===== config.mk =====
export PLATFORM = sky130hd
export DESIGN_NAME = asu_uart
export DESIGN_NICKNAME = d
export VERILOG_FILES = /design/src/asu_baud_gen.v /design/src/asu_rx_filter.v /design/src/asu_uart.v
export VERILOG_INCLUDE_DIRS = /design/src
export SDC_FILE = /design/constraint.sdc
export NUM_CORES = 1
export LEC_CHECK = 0
export ABC_AREA = 1
export ABC_CLOCK_PERIOD_IN_PS = 3440
export BUFFER_PORTS_ARGS = -buffer_cell sky130_fd_sc_hd__buf_2
export CORE_MARGIN = 2
export CORE_UTILIZATION = 45
export CTS_CLUSTER_SIZE = 40
export DETAILED_ROUTE_END_ITERATION = 10
export PLACE_DENSITY_LB_ADDON = 0.1
export SLEW_MARGIN = 30
export SYNTH_ARGS = -nofsm -noshare
export SYNTH_HDL_FRONTEND = slang
export SYNTH_SLANG_ARGS = --single-unit
export TNS_END_PERCENT = 5

===== constraint.sdc =====
create_clock -name clk_i -period 3.44 [get_ports clk_i]
set_clock_uncertainty 0.05 [all_clocks]
set_input_delay 0.516 -clock clk_i [delete_from_list [all_inputs] [get_ports clk_i]]
set_output_delay 0.516 -clock clk_i [all_outputs]
set_load 0.02 [all_outputs]

===== src/asu_defines.vh =====
// Offsets, field positions, reset values and timing counts of the serial unit
`ifndef ASU_DEFINES_VH
`define ASU_DEFINES_VH
`define ASU_ADDR_CTRL1      8'h1b
`define ASU_ADDR_CTRL2      8'h1c
`define ASU_ADDR_DATA       8'h1d
`define ASU_ADDR_PINSEL     8'h2a
`define ASU_ADDR_IRCTRL     8'h2b
`define ASU_C1_TXE          7
`define ASU_C1_RXE          6
`define ASU_C1_TRANSMIT_STOP_LENGTH         5
`define ASU_C1_EVEN         4
`define ASU_C1_PE           3
`define ASU_C2_NF_HI        2
`define ASU_C2_NF_LO        1
`define ASU_C2_STOPR        0
`define ASU_PS_TXSEL        2
`define ASU_PS_RXSEL        1
`define ASU_CTRL1_RST       8'h00
`define ASU_CTRL2_RST       3'h0
`define ASU_PINSEL_RST      2'h0
`define ASU_DATA_RST        8'h00
`define ASU_SUBTICKS        16
`define ASU_NF1_CYC         8'd31
`define ASU_NF2_CYC         8'd63
`define ASU_NF3_CYC         8'd127
`define ASU_IR_WIDTH        3
`endif


===== src/asu_baud_gen.v =====
// Sub-bit tick generator: fixed dividers of the system clock or timer match
`timescale 1ns/1ps
module asu_baud_gen (
  input  wire       clk_i,
  input  wire       reset_n_i,
  input  wire [2:0] select_i,
  input  wire       timer_match_i,
  output reg        tick_o
);
  reg  [8:0] count;
  reg  [8:0] limit;

  always @* begin
    case (select_i)
      3'h0: limit = 9'h00c;
      3'h1: limit = 9'h019;
      3'h2: limit = 9'h033;
      3'h3: limit = 9'h067;
      3'h4: limit = 9'h0cf;
      3'h5: limit = 9'h19f;
      3'h7: limit = 9'h05f;
      default: limit = 9'h000;
    endcase
  end

  always @(posedge clk_i or negedge reset_n_i) begin
    if (!reset_n_i) begin
      count  <= 9'h000;
      tick_o <= 1'b0;
    end else if (select_i == 3'h6) begin
      count  <= 9'h000;
      tick_o <= timer_match_i;
    end else if (count >= limit) begin
      count  <= 9'h000;
      tick_o <= 1'b1;
    end else begin
      count  <= count + 9'h001;
      tick_o <= 1'b0;
    end
  end
endmodule // asu_baud_gen


===== src/asu_rx_filter.v =====
// Receive input synchroniser and selectable noise filter
`timescale 1ns/1ps
`include "asu_defines.vh"
module asu_rx_filter (
  input  wire       clk_i,
  input  wire       reset_n_i,
  input  wire       pin_i,
  input  wire [1:0] mode_i,
  output reg        level_o
);
  reg  [2:0] sync;
  reg  [7:0] run;
  reg  [7:0] need;

  always @* begin
    case (mode_i)
      2'h1: need = `ASU_NF1_CYC;
      2'h2: need = `ASU_NF2_CYC;
      2'h3: need = `ASU_NF3_CYC;
      default: need = 8'h00;
    endcase
  end

  always @(posedge clk_i or negedge reset_n_i) begin
    if (!reset_n_i) begin
      sync    <= 3'h7;
      run     <= 8'h00;
      level_o <= 1'b1;
    end else begin
      sync <= {sync[1:0], pin_i};
      if (sync[2] != sync[1]) begin
        run <= 8'h00;
      end else if (sync[2] == level_o) begin
        run <= 8'h00;
      end else if (mode_i == 2'h0 || run >= need) begin
        level_o <= sync[2];
        run     <= 8'h00;
      end else begin
        run <= run + 8'h01;
      end
    end
  end
endmodule // asu_rx_filter


===== src/asu_uart.v =====
// Asynchronous serial transceiver with register port and pin routing
//
// Design decision made here: the strobed register port.
`timescale 1ns/1ps
`include "asu_defines.vh"
module asu_uart (
  input  wire       clk_i,
  input  wire       reset_n_i,
  input  wire [7:0] addr_i,
  input  wire [7:0] wdata_i,
  input  wire       write_i,
  input  wire       read_i,
  output reg  [7:0] rdata_o,
  input  wire       timer_match_i,
  input  wire       p42_i,
  input  wire       p45_i,
  output reg        p41_o,
  output reg        p44_o,
  output reg        p41_oe_o,
  output reg        p44_oe_o,
  output reg        transmit_interrupt_o,
  output reg        serial_interrupt_o
);
  localparam TX_IDLE = 2'h0;
  localparam TX_SEND = 2'h1;
  localparam RX_IDLE = 2'h0;
  localparam RX_RECV = 2'h1;

  reg  [7:0] ctrl1;
  reg  [2:0] ctrl2;
  reg  [1:0] pinsel;
  reg        ir_enable;
  reg  [7:0] transmit_buffer;
  reg  [7:0] receive_buffer;
  reg        parity_error_flag;
  reg        framing_error_flag;
  reg        overrun_flag;
  reg        receive_full_flag;
  reg        transmit_done_flag;
  reg        transmit_empty_flag;
  reg        status_seen_rx;
  reg        status_seen_tx;
  reg        tx_pending;
  reg  [1:0] tx_state;
  reg  [11:0] tx_shift;
  reg  [3:0] tx_bits;
  reg  [3:0] tx_sub;
  reg        tx_line;
  reg  [1:0] rx_state;
  reg  [3:0] rx_sub;
  reg  [3:0] rx_bits;
  reg  [10:0] rx_shift;
  reg  [1:0] rx_votes;
  reg        rx_prev;
  wire       tick;
  wire       rx_level;
  wire       rx_pin;
  wire       tx_en;
  wire       rx_en;
  wire [3:0] tx_len;
  wire [3:0] rx_len;
  wire       parity_odd;
  wire       rx_bit;
  wire       wr_data;
  wire       rd_data;
  wire       rd_status;
  wire       rx_done;
  wire [7:0] rx_byte;
  wire       rx_par_bad;
  wire       rx_stop_bad;

  assign tx_en      = ctrl1[`ASU_C1_TXE];
  assign rx_en      = ctrl1[`ASU_C1_RXE];
  assign parity_odd = ~ctrl1[`ASU_C1_EVEN];
  assign wr_data    = write_i && addr_i == `ASU_ADDR_DATA;
  assign rd_data    = read_i && addr_i == `ASU_ADDR_DATA;
  assign rd_status  = read_i && addr_i == `ASU_ADDR_CTRL1;
  // Frame length in bits: start, 8 data, parity, stops
  assign tx_len = 4'h9 + {3'h0, ctrl1[`ASU_C1_PE]} + {3'h0, ctrl1[`ASU_C1_TRANSMIT_STOP_LENGTH]} + 4'h1;
  assign rx_len = 4'h9 + {3'h0, ctrl1[`ASU_C1_PE]} + {3'h0, ctrl2[`ASU_C2_STOPR]} + 4'h1;
  assign rx_pin = pinsel[0] ? p45_i : p42_i;
  assign rx_bit = (rx_votes == 2'h2) || (rx_votes == 2'h1 && rx_level);

  // Parity of a byte with the selected type
  function parity_of;
    input [7:0] data;
    input       odd;
    begin
      parity_of = ^data ^ odd;
    end
  endfunction

  asu_baud_gen u_baud (
    .clk_i         (clk_i),
    .reset_n_i     (reset_n_i),
    .select_i      (ctrl1[2:0]),
    .timer_match_i (timer_match_i),
    .tick_o        (tick)
  );

  asu_rx_filter u_filter (
    .clk_i     (clk_i),
    .reset_n_i (reset_n_i),
    .pin_i     (rx_pin),
    .mode_i    (ctrl2[`ASU_C2_NF_HI:`ASU_C2_NF_LO]),
    .level_o   (rx_level)
  );

  // Register writes
  always @(posedge clk_i or negedge reset_n_i) begin
    if (!reset_n_i) begin
      ctrl1           <= `ASU_CTRL1_RST;
      ctrl2           <= `ASU_CTRL2_RST;
      pinsel          <= `ASU_PINSEL_RST;
      ir_enable       <= 1'b0;
      transmit_buffer <= `ASU_DATA_RST;
    end else if (write_i) begin
      case (addr_i)
        `ASU_ADDR_CTRL1:  ctrl1 <= wdata_i;
        `ASU_ADDR_CTRL2:  ctrl2 <= wdata_i[2:0];
        `ASU_ADDR_PINSEL: pinsel <= {wdata_i[`ASU_PS_TXSEL], wdata_i[`ASU_PS_RXSEL]};
        `ASU_ADDR_IRCTRL: ir_enable <= wdata_i[0];
        `ASU_ADDR_DATA:   transmit_buffer <= wdata_i;
        default: ;
      endcase
    end
  end

  // Read data, one cycle after the strobe
  always @(posedge clk_i or negedge reset_n_i) begin
    if (!reset_n_i) begin
      rdata_o <= 8'h00;
    end else if (read_i) begin
      case (addr_i)
        `ASU_ADDR_CTRL1: rdata_o <= {parity_error_flag, framing_error_flag, overrun_flag,
                                     receive_full_flag, transmit_done_flag,
                                     transmit_empty_flag, 2'h0};
        `ASU_ADDR_DATA:   rdata_o <= receive_buffer;
        `ASU_ADDR_PINSEL: rdata_o <= {5'h00, pinsel, 1'b0};
        `ASU_ADDR_IRCTRL: rdata_o <= {7'h00, ir_enable};
        default: rdata_o <= 8'h00;
      endcase
    end else begin
      rdata_o <= 8'h00;
    end
  end

  // Transmitter
  always @(posedge clk_i or negedge reset_n_i) begin
    if (!reset_n_i) begin
      tx_state             <= TX_IDLE;
      tx_shift             <= 12'hfff;
      tx_bits              <= 4'h0;
      tx_sub               <= 4'h0;
      tx_line              <= 1'b1;
      tx_pending           <= 1'b0;
      status_seen_tx       <= 1'b0;
      transmit_empty_flag  <= 1'b1;
      transmit_done_flag   <= 1'b1;
      transmit_interrupt_o <= 1'b0;
    end else begin
      transmit_interrupt_o <= 1'b0;
      if (rd_status) begin
        status_seen_tx <= 1'b1;
      end
      if (wr_data && status_seen_tx && tx_en) begin
        tx_pending          <= 1'b1;
        transmit_empty_flag <= 1'b0;
        status_seen_tx      <= 1'b0;
      end
      case (tx_state)
        TX_IDLE: begin
          tx_line <= 1'b1;
          if (tx_pending && tx_en && tick) begin
            tx_shift <= {2'h3, ctrl1[`ASU_C1_PE] ?
                         {parity_of(transmit_buffer, parity_odd), transmit_buffer} :
                         {1'b1, transmit_buffer}, 1'b0};
            tx_bits              <= 4'h0;
            tx_sub               <= 4'h0;
            tx_pending           <= 1'b0;
            tx_state             <= TX_SEND;
            transmit_empty_flag  <= 1'b1;
            transmit_done_flag   <= 1'b0;
            transmit_interrupt_o <= 1'b1;
          end
        end
        TX_SEND: begin
          tx_line <= tx_shift[0];
          if (tick) begin
            tx_sub <= tx_sub + 4'h1;
            if (tx_sub == 4'hf) begin
              tx_shift <= {1'b1, tx_shift[11:1]};
              tx_bits  <= tx_bits + 4'h1;
              if (tx_bits == tx_len - 4'h1) begin
                tx_state <= TX_IDLE;
                if (!tx_pending) begin
                  transmit_done_flag <= 1'b1;
                end
              end
            end
          end
        end
        default: tx_state <= TX_IDLE;
      endcase
    end
  end

  // Infrared shaping: low pulse of a few sub-ticks per zero bit
  wire tx_out = ir_enable ? !(tx_state == TX_SEND && !tx_line && tx_sub < `ASU_IR_WIDTH)
                          : tx_line;

  always @(posedge clk_i or negedge reset_n_i) begin
    if (!reset_n_i) begin
      p41_o    <= 1'b1;
      p44_o    <= 1'b1;
      p41_oe_o <= 1'b0;
      p44_oe_o <= 1'b0;
    end else begin
      p41_o    <= pinsel[1] ? 1'b1 : tx_out;
      p44_o    <= pinsel[1] ? tx_out : 1'b1;
      p41_oe_o <= !pinsel[1];
      p44_oe_o <= pinsel[1];
    end
  end

  // Receiver
  assign rx_byte     = rx_shift[8:1];
  assign rx_par_bad  = ctrl1[`ASU_C1_PE] &&
                       (rx_shift[9] != parity_of(rx_byte, parity_odd));
  assign rx_stop_bad = !rx_bit;
  assign rx_done     = rx_state == RX_RECV && tick && rx_sub == 4'h9 &&
                       rx_bits == rx_len - 4'h1;

  always @(posedge clk_i or negedge reset_n_i) begin
    if (!reset_n_i) begin
      rx_state           <= RX_IDLE;
      rx_sub             <= 4'h0;
      rx_bits            <= 4'h0;
      rx_shift           <= 11'h000;
      rx_votes           <= 2'h0;
      rx_prev            <= 1'b1;
      receive_buffer     <= `ASU_DATA_RST;
      parity_error_flag  <= 1'b0;
      framing_error_flag <= 1'b0;
      overrun_flag       <= 1'b0;
      receive_full_flag  <= 1'b0;
      status_seen_rx     <= 1'b0;
      serial_interrupt_o <= 1'b0;
    end else begin
      serial_interrupt_o <= 1'b0;
      rx_prev            <= rx_level;
      if (rd_status) begin
        status_seen_rx <= 1'b1;
      end
      if (rd_data && status_seen_rx) begin
        parity_error_flag  <= 1'b0;
        framing_error_flag <= 1'b0;
        overrun_flag       <= 1'b0;
        receive_full_flag  <= 1'b0;
        status_seen_rx     <= 1'b0;
      end
      case (rx_state)
        RX_IDLE: begin
          if (rx_en && !overrun_flag && rx_prev && !rx_level) begin
            rx_state <= RX_RECV;
            rx_sub   <= 4'h0;
            rx_bits  <= 4'h0;
            rx_votes <= 2'h0;
          end
        end
        RX_RECV: begin
          if (tick) begin
            rx_sub <= rx_sub + 4'h1;
            if (rx_sub >= 4'h7 && rx_sub <= 4'h8) begin
              rx_votes <= rx_votes + {1'b0, rx_level};
            end
            if (rx_sub == 4'h9) begin
              rx_shift <= rx_shift | ({10'h000, rx_bit} << rx_bits);
              rx_votes <= 2'h0;
              rx_bits  <= rx_bits + 4'h1;
              if (rx_bits == 4'h0 && rx_bit) begin
                rx_state <= RX_IDLE;
              end
            end
            if (rx_sub == 4'hf && rx_bits == rx_len) begin
              rx_state <= RX_IDLE;
            end
            if (rx_bits == 4'h0 && rx_sub == 4'h0) begin
              rx_shift <= 11'h000;
            end
          end
          if (rx_done) begin
            rx_state           <= RX_IDLE;
            serial_interrupt_o <= 1'b1;
            if (receive_full_flag && !(rd_data && status_seen_rx)) begin
              overrun_flag <= 1'b1;
            end else begin
              receive_buffer     <= rx_byte;
              receive_full_flag  <= 1'b1;
              parity_error_flag  <= rx_par_bad;
              framing_error_flag <= rx_stop_bad;
            end
          end
        end
        default: rx_state <= RX_IDLE;
      endcase
    end
  end
endmodule // asu_uart


# After elaboration in Yosys (flattened, before gate mapping)
# Cells that the tools add are included.
[word_totals] ff_bits=122 inputBits=23 output_inout_bits=14 elab_cells=253
[classes] n_addsub=14 magnitude_cmp=5 n_eq_ne=40 shifts=1 mux=87 n_bitwise=7 n_reduce_logical=61
[op_table] operator="9-bit case mux with 7 select lines" n=1
[op_table] operator="1-bit two-way mux" n=40
[op_table] operator="12-bit two-way mux" n=3
[op_table] operator="4-bit two-way mux" n=8
[op_table] operator="8-bit two-way mux" n=4
[op_table] operator="4-bit case mux with 2 select lines" n=4
[op_table] operator="8-bit case mux with 4 select lines" n=1
[op_table] operator="2-bit two-way mux" n=14
[op_table] operator="9-bit two-way mux" n=3
[op_table] operator="4-bit by 1-bit adder with 4-bit output (second input constant)" n=6
[op_table] operator="8-bit by 5-bit equality test with 1-bit output (second input constant)" n=3
[op_table] operator="12-bit case mux with 2 select lines" n=1
[op_table] operator="1-bit logical AND" n=23
[op_table] operator="11-bit two-way mux" n=2
[op_table] operator="7-bit case mux with 3 select lines" n=1
[op_table] operator="4-bit AND reduction" n=5
[op_table] operator="8-bit by 6-bit equality test with 1-bit output (second input constant)" n=2
[op_table] operator="8-bit parity" n=2
[op_table] operator="3-bit AND reduction" n=5
[op_table] operator="3-bit equality test (second input constant)" n=4
[op_table] operator="4-bit equality test" n=3
[op_table] operator="4-bit equality test (second input constant)" n=3
[op_table] operator="2-bit case mux with 2 select lines" n=3
[op_table] operator="11-bit OR" n=1
[op_table] operator="34 further kinds" n=73

# Depth between registers and ports, before layout
[logic_depth] word_depth=10 ltp_mapped=12 mapped_depth_nobuf=12

# Hierarchy
# From an unflattened synthesis, not the netlist that was laid out.
[hier_totals] cells_unflattened=715 hier_area_um2=6065.8
[by_module_without_submodules] mod="asu_uart" instances=1 cells_each=547 area_each_um2=4643.2 seq_area_each_um2=2372.3
[by_module_without_submodules] mod="asu_baud_gen" instances=1 cells_each=105 area_each_um2=803.3 seq_area_each_um2=250.2
[by_module_without_submodules] mod="asu_rx_filter" instances=1 cells_each=63 area_each_um2=619.3 seq_area_each_um2=305.3

# Worst setup path before layout
# OpenSTA, ideal clock, no wires.
[synth_path] path_kind="reg2reg" startpoint="register ctrl1[0]" endpoint="register u_baud.count[1]" setup_time_ns=0.091 arrival_time_ns=1.875 t_required_ns=3.299 slack_ns=1.424 stages_incl_launch_ff=11 path_buffers=1 period_less_slack_ns=2.016 cell_sequence="dfrtp_1 > clkbuf_1 > nor2_1 > nor3b_1 > a21oi_1 > ha_1 > a21oi_1 > o21ai_0 > nand2_1 > nand4_1 > nor3b_1"
[synth_between] elab_chain_cells=5 elab_cells_between_ends=12 cone_classes="1 x order compare; 7 x eq/ne; 3 x mux; 1 x reduce/logical"
[synth_lines] item="start: declaration" line_no="asu_uart.v:29" source="reg [7:0] ctrl1;"
[synth_lines] item="start signal: assignment" line_no="asu_uart.v:112" source="ctrl1 <= `ASU_CTRL1_RST;"
[synth_lines] item="start signal: assignment" line_no="asu_uart.v:119" source="`ASU_ADDR_CTRL1: ctrl1 <= wdata_i;"
[synth_lines] item="3-bit equality test (tied with other cells)" line_no="asu_baud_gen.v:14" source="case (select_i)"
[synth_lines] item="9-bit case mux with 7 select lines" line_no="asu_baud_gen.v:14"
[synth_lines] item="9-bit greater-or-equal comparator" line_no="asu_baud_gen.v:33" source="end else if (count >= limit) begin"
[synth_lines] item="9-bit two-way mux" line_no="asu_baud_gen.v:33"
[synth_lines] item="9-bit two-way mux (*)" line_no="asu_baud_gen.v:30" source="end else if (select_i == 3'h6) begin"
[synth_lines] item="end signal: assignment" line_no="asu_baud_gen.v:37" source="count <= count + 9'h001;"
[synth_lines] item="end: declaration" line_no="asu_baud_gen.v:10" source="reg [8:0] count;"
# Mark *: on every way between the ends. The rest lies on a longest branch, timed or not.
# A chain may end at the register's enable or synchronous reset.

# Worst setup path in the final report
[layout_path] startpoint="register tx_state[0]" endpoint="register tx_state[0]"
[layout_between] elab_chain_cells=3 elab_cells_between_ends=8 cone_classes="5 x eq/ne; 1 x mux; 2 x reduce/logical"
[layout_lines] item="start: declaration" line_no="asu_uart.v:44" source="reg [1:0] tx_state;"
[layout_lines] item="start signal: assignment" line_no="asu_uart.v:151" source="tx_state <= TX_IDLE;"
[layout_lines] item="start signal: assignment" line_no="asu_uart.v:181" source="tx_state <= TX_SEND;"
[layout_lines] item="start signal: assignment" line_no="asu_uart.v:195" source="tx_state <= TX_IDLE;"
[layout_lines] item="2-bit by 1-bit equality test with 1-bit output / 2-bit logical NOT (equally long branches)" line_no="asu_uart.v:171" source="case (tx_state)"
[layout_lines] item="2-bit by 1-bit inequality test with 1-bit output (no line) / 2-bit inequality test (equally long branches)"
[layout_lines] item="4-bit AND reduction (no line)"
# Parallel ways exist; a longest one is shown, timed or not.

==> impl_metrics.json <==
{
  "status": "complete, no violations",
  "finalSetupTns_ns": 0,
  "synth_top_family_by_area": "simple AND/OR/NAND/NOR gates",
  "avgRoutedWirePerCell_um": 13.6,
  "rows": 42,
  "synth.net_count": 790,
  "max_clock_freq_ghz": 0.432,
  "required_ns": 3.65,
  "cts_resized": 0,
  "worstMarginPinSlew_ns": 0.690,
  "synth_edf_count": 0,
  "areaGrowthSynthToFinish_pct": 16.0,
  "dp_slack_ns": 1.17,
  "drive_above_1_share": 0.146,
  "slew-limit-headroom": 0.538,
  "ir_worst_vdd_uv": 344,
  "cts_hold_buf": 0,
  "maxSlewViolCount": 0,
  "timing.final.ws_setup_ns": 1.13,
  "synth.cell_area_sq_um": 6120,
  "num-nets-final": 836,
  "cp-end-kind": "flip-flop",
  "grt_overflow": 0,
  "setup_viol": 0,
  "post_cts_buffers": 0,
  "period_needed_ns": 2.31,
  "seq_area_frac_synth": 0.478,
  "yosys.area_share.adder": 0.0634,
  "cts_tree": "yes",
  "dieArea_sq_um": 14600,
  "leakagePower_nw": 3.59,
  "grt_pass1_vias": 4790,
  "port_buffers": 36,
  "cts.sinks": 116,
  "crit_path_start_kind": "flip-flop",
  "hold_path_class": "in2async",
  "synth.distinct_cells": 37,
  "rsz0062_at_grt": "false",
  "grt_start_max_net_pins": 53,
  "muxShareOfSynthArea": 0,
  "cts-root-buf": "clkbuf_16",
  "cap_violations": 0,
  "drtIter0Drc": 285,
  "cts_buffer_depth": 2,
  "dp_cells": 939,
  "syn_avg_cell_area_sq_um": 8.32,
  "ys_warn_count": 0,
  "grt_antenna_before_repair": 0,
  "drc": 0,
  "drt-total-wl_um": 13200,
  "initial_core_util": 0.462,
  "die_x_um": 121,
  "period_share": 0.673,
  "core_sq_um": 13200,
  "power.density_nw_per_um2": 547,
  "synth_xor_area_frac": 0.0487,
  "netlist_instances": 736,
  "drtAntennaViolNets": 0,
  "hpwl_um": 9840,
  "grt_pass1_wl_um": 22600,
  "register_area_sq_um": 2930,
  "arrival_ns": 2.53,
  "hold_viol_final": 0,
  "gp_congestion": 0.901,
  "synth_compound_gate_area_share": 0.0918,
  "clkTransAtPathRegs_ns": 0.05,
  "criticalPathCategory": "reg2reg",
  "vias_per_cell": 5.04,
  "cts_made_buffers": 17,
  "first_pass_iters": 7,
  "multi_input_area_sq_um": 2790,
  "instances_no_fill": 971,
  "critPathMaxFanout": 22,
  "diodes": 0,
  "cts_max_level": 4,
  "clk_latency_ns": 0.41,
  "pin_count": 37,
  "synthArstFlopShare": 1.00,
  "vias": 4893,
  "ys_ff_latch": 116,
  "fill_cells": 1251,
  "synth-simple-area-share": 0.252,
  "die-height_um": 121,
  "grtUsageTotal": 0.198,
  "synth-main-ff-cell": "dfrtp_1"
}
layout by cell type (no fill, tap or decap), types with 3 or more instances in the layout:
cell type / count
a21oi_1: 38
buf_2: 35
clkbuf_8: 5
dfstp_2: 20
ha_1: 31
nand4_1: 17
o21ai_2: 6
nor2_1: 64
nor3b_1: 3
clkinv_2: 5
inv_2: 3
clkbuf_16: 17
inv_1: 84
buf_4: 4
o21ai_0: 42
nand3b_1: 3
xor2_1: 24
nand3_1: 45
nand2_2: 6
xnor2_1: 10
dfrtp_1: 96
a31oi_1: 9
bufinv_16: 3
nor3_1: 20
nand2_1: 184
registers in the layout (all words and copies together), names as in the netlist, 2 cells and up:
name	cells
u_filter.sync	3
rx_bits	4
u_filter.run	8
rdata_o	8
ctrl2	3
tx_sub	4
ctrl1	8
tx_shift	10
rx_shift	9
rx_sub	4
rx_votes	2
transmit_buffer	8
u_baud.count	9
receive_buffer	8
tx_bits	4
pinsel	2
layout make-up:
cell class / instances / area share
tap: 176 / 0.0310
clock buffer: 23 / 0.0701
clock inverter: 9 / 0.0174
multi-input combinational: 520 / 0.393
timing repair buffer: 39 / 0.0289
sequential: 116 / 0.412
inverter: 88 / 0.0472
path summary, 6_finish.rpt:
check / start / to / slack [ns] / cells after the start
min reg2reg: u_filter.sync[0] / u_filter.sync[1] / 0.31 / 0
max reg2reg: tx_state[0] / tx_state[0] / 1.13 / 6
min in group clk_i: p42_i / u_filter.sync[0] / 0.25 / 3
min: reset_n_i / u_filter.run[2] / 0.08 / 1
max: tx_state[0] / tx_state[0] / 1.13 / 6
max in group asynchronous: reset_n_i / u_filter.level_o / 2.38 / 2
per-layer routing:
metal / up-vias / GRT usage / share of wire
met4: 0 / 0.0821 / 0.013
met1: 2330 / 0.256 / 0.48
met3: 14 / 0.0420 / 0.026
li1: 2479 / - / -
met5: - / 0 / 0
met2: 70 / 0.322 / 0.48
Yosys cell counts, types with 2 or more instances:
library cell,number,area share
nand3_1,45,0.037
dfrtp_1,96,0.39
nand2_1,184,0.11
nor3_2,2,0.0033
or2_2,2,0.0020
xor2_1,24,0.034
ha_1,31,0.063
dfstp_2,20,0.086
clkbuf_1,3,0.0018
o21bai_1,2,0.0025
nor3_1,20,0.016
a31oi_1,9,0.0092
nand2_4,2,0.0037
o21ai_0,42,0.034
inv_1,84,0.052
o21ai_2,6,0.0086
nor2_4,2,0.0037
nor3b_1,3,0.0037
nand3b_1,3,0.0037
nor2_1,64,0.039
nand4_1,17,0.017
a21oi_1,38,0.031
inv_2,3,0.0018
nand2_2,6,0.0061
buf_2,7,0.0057
xnor2_1,10,0.014
critical path, cell delays in order (launching register included):
cell and delay [ns]:
dfrtp_1 0.51, inv_2 0.20, nand4_1 0.33, nand2_1 0.62
inv_1 0.16, nor3_1 0.19, o21ai_0 0.11
metrics by stage:
stage	hold WS [ns]	utilization	area, sq um	power [mW]
CTS	0.107	0.536	7100	3.93
global route	0.126	0.536	7100	4.08
finish	0.0812	0.536	7100	3.88
floorplan	0.170	-	6120	1.93
detailed placement	0.298	0.489	6480	2.08
global placement	0.298	0.489	6480	2.07
where the power goes:
part	switching [mW]	internal, mW	total (mW)
Combinational	0.260	0.173	0.433
Sequential	0.115	1.50	1.62
Clock	0.602	1.23	1.83
Total	0.977	2.91	3.88
cells by family (layout without fill, tap and decap cells):
family / after synthesis / in the layout
and+or+nand+nor: 353 / 353
DFF: 116 / 116
AOI/OAI and AO/OA: 102 / 102
buffers and inverters: 100 / 159
xor gates and xnor gates: 34 / 34
adders and majority gates: 31 / 31
Power figures use the tool's default switching activity.
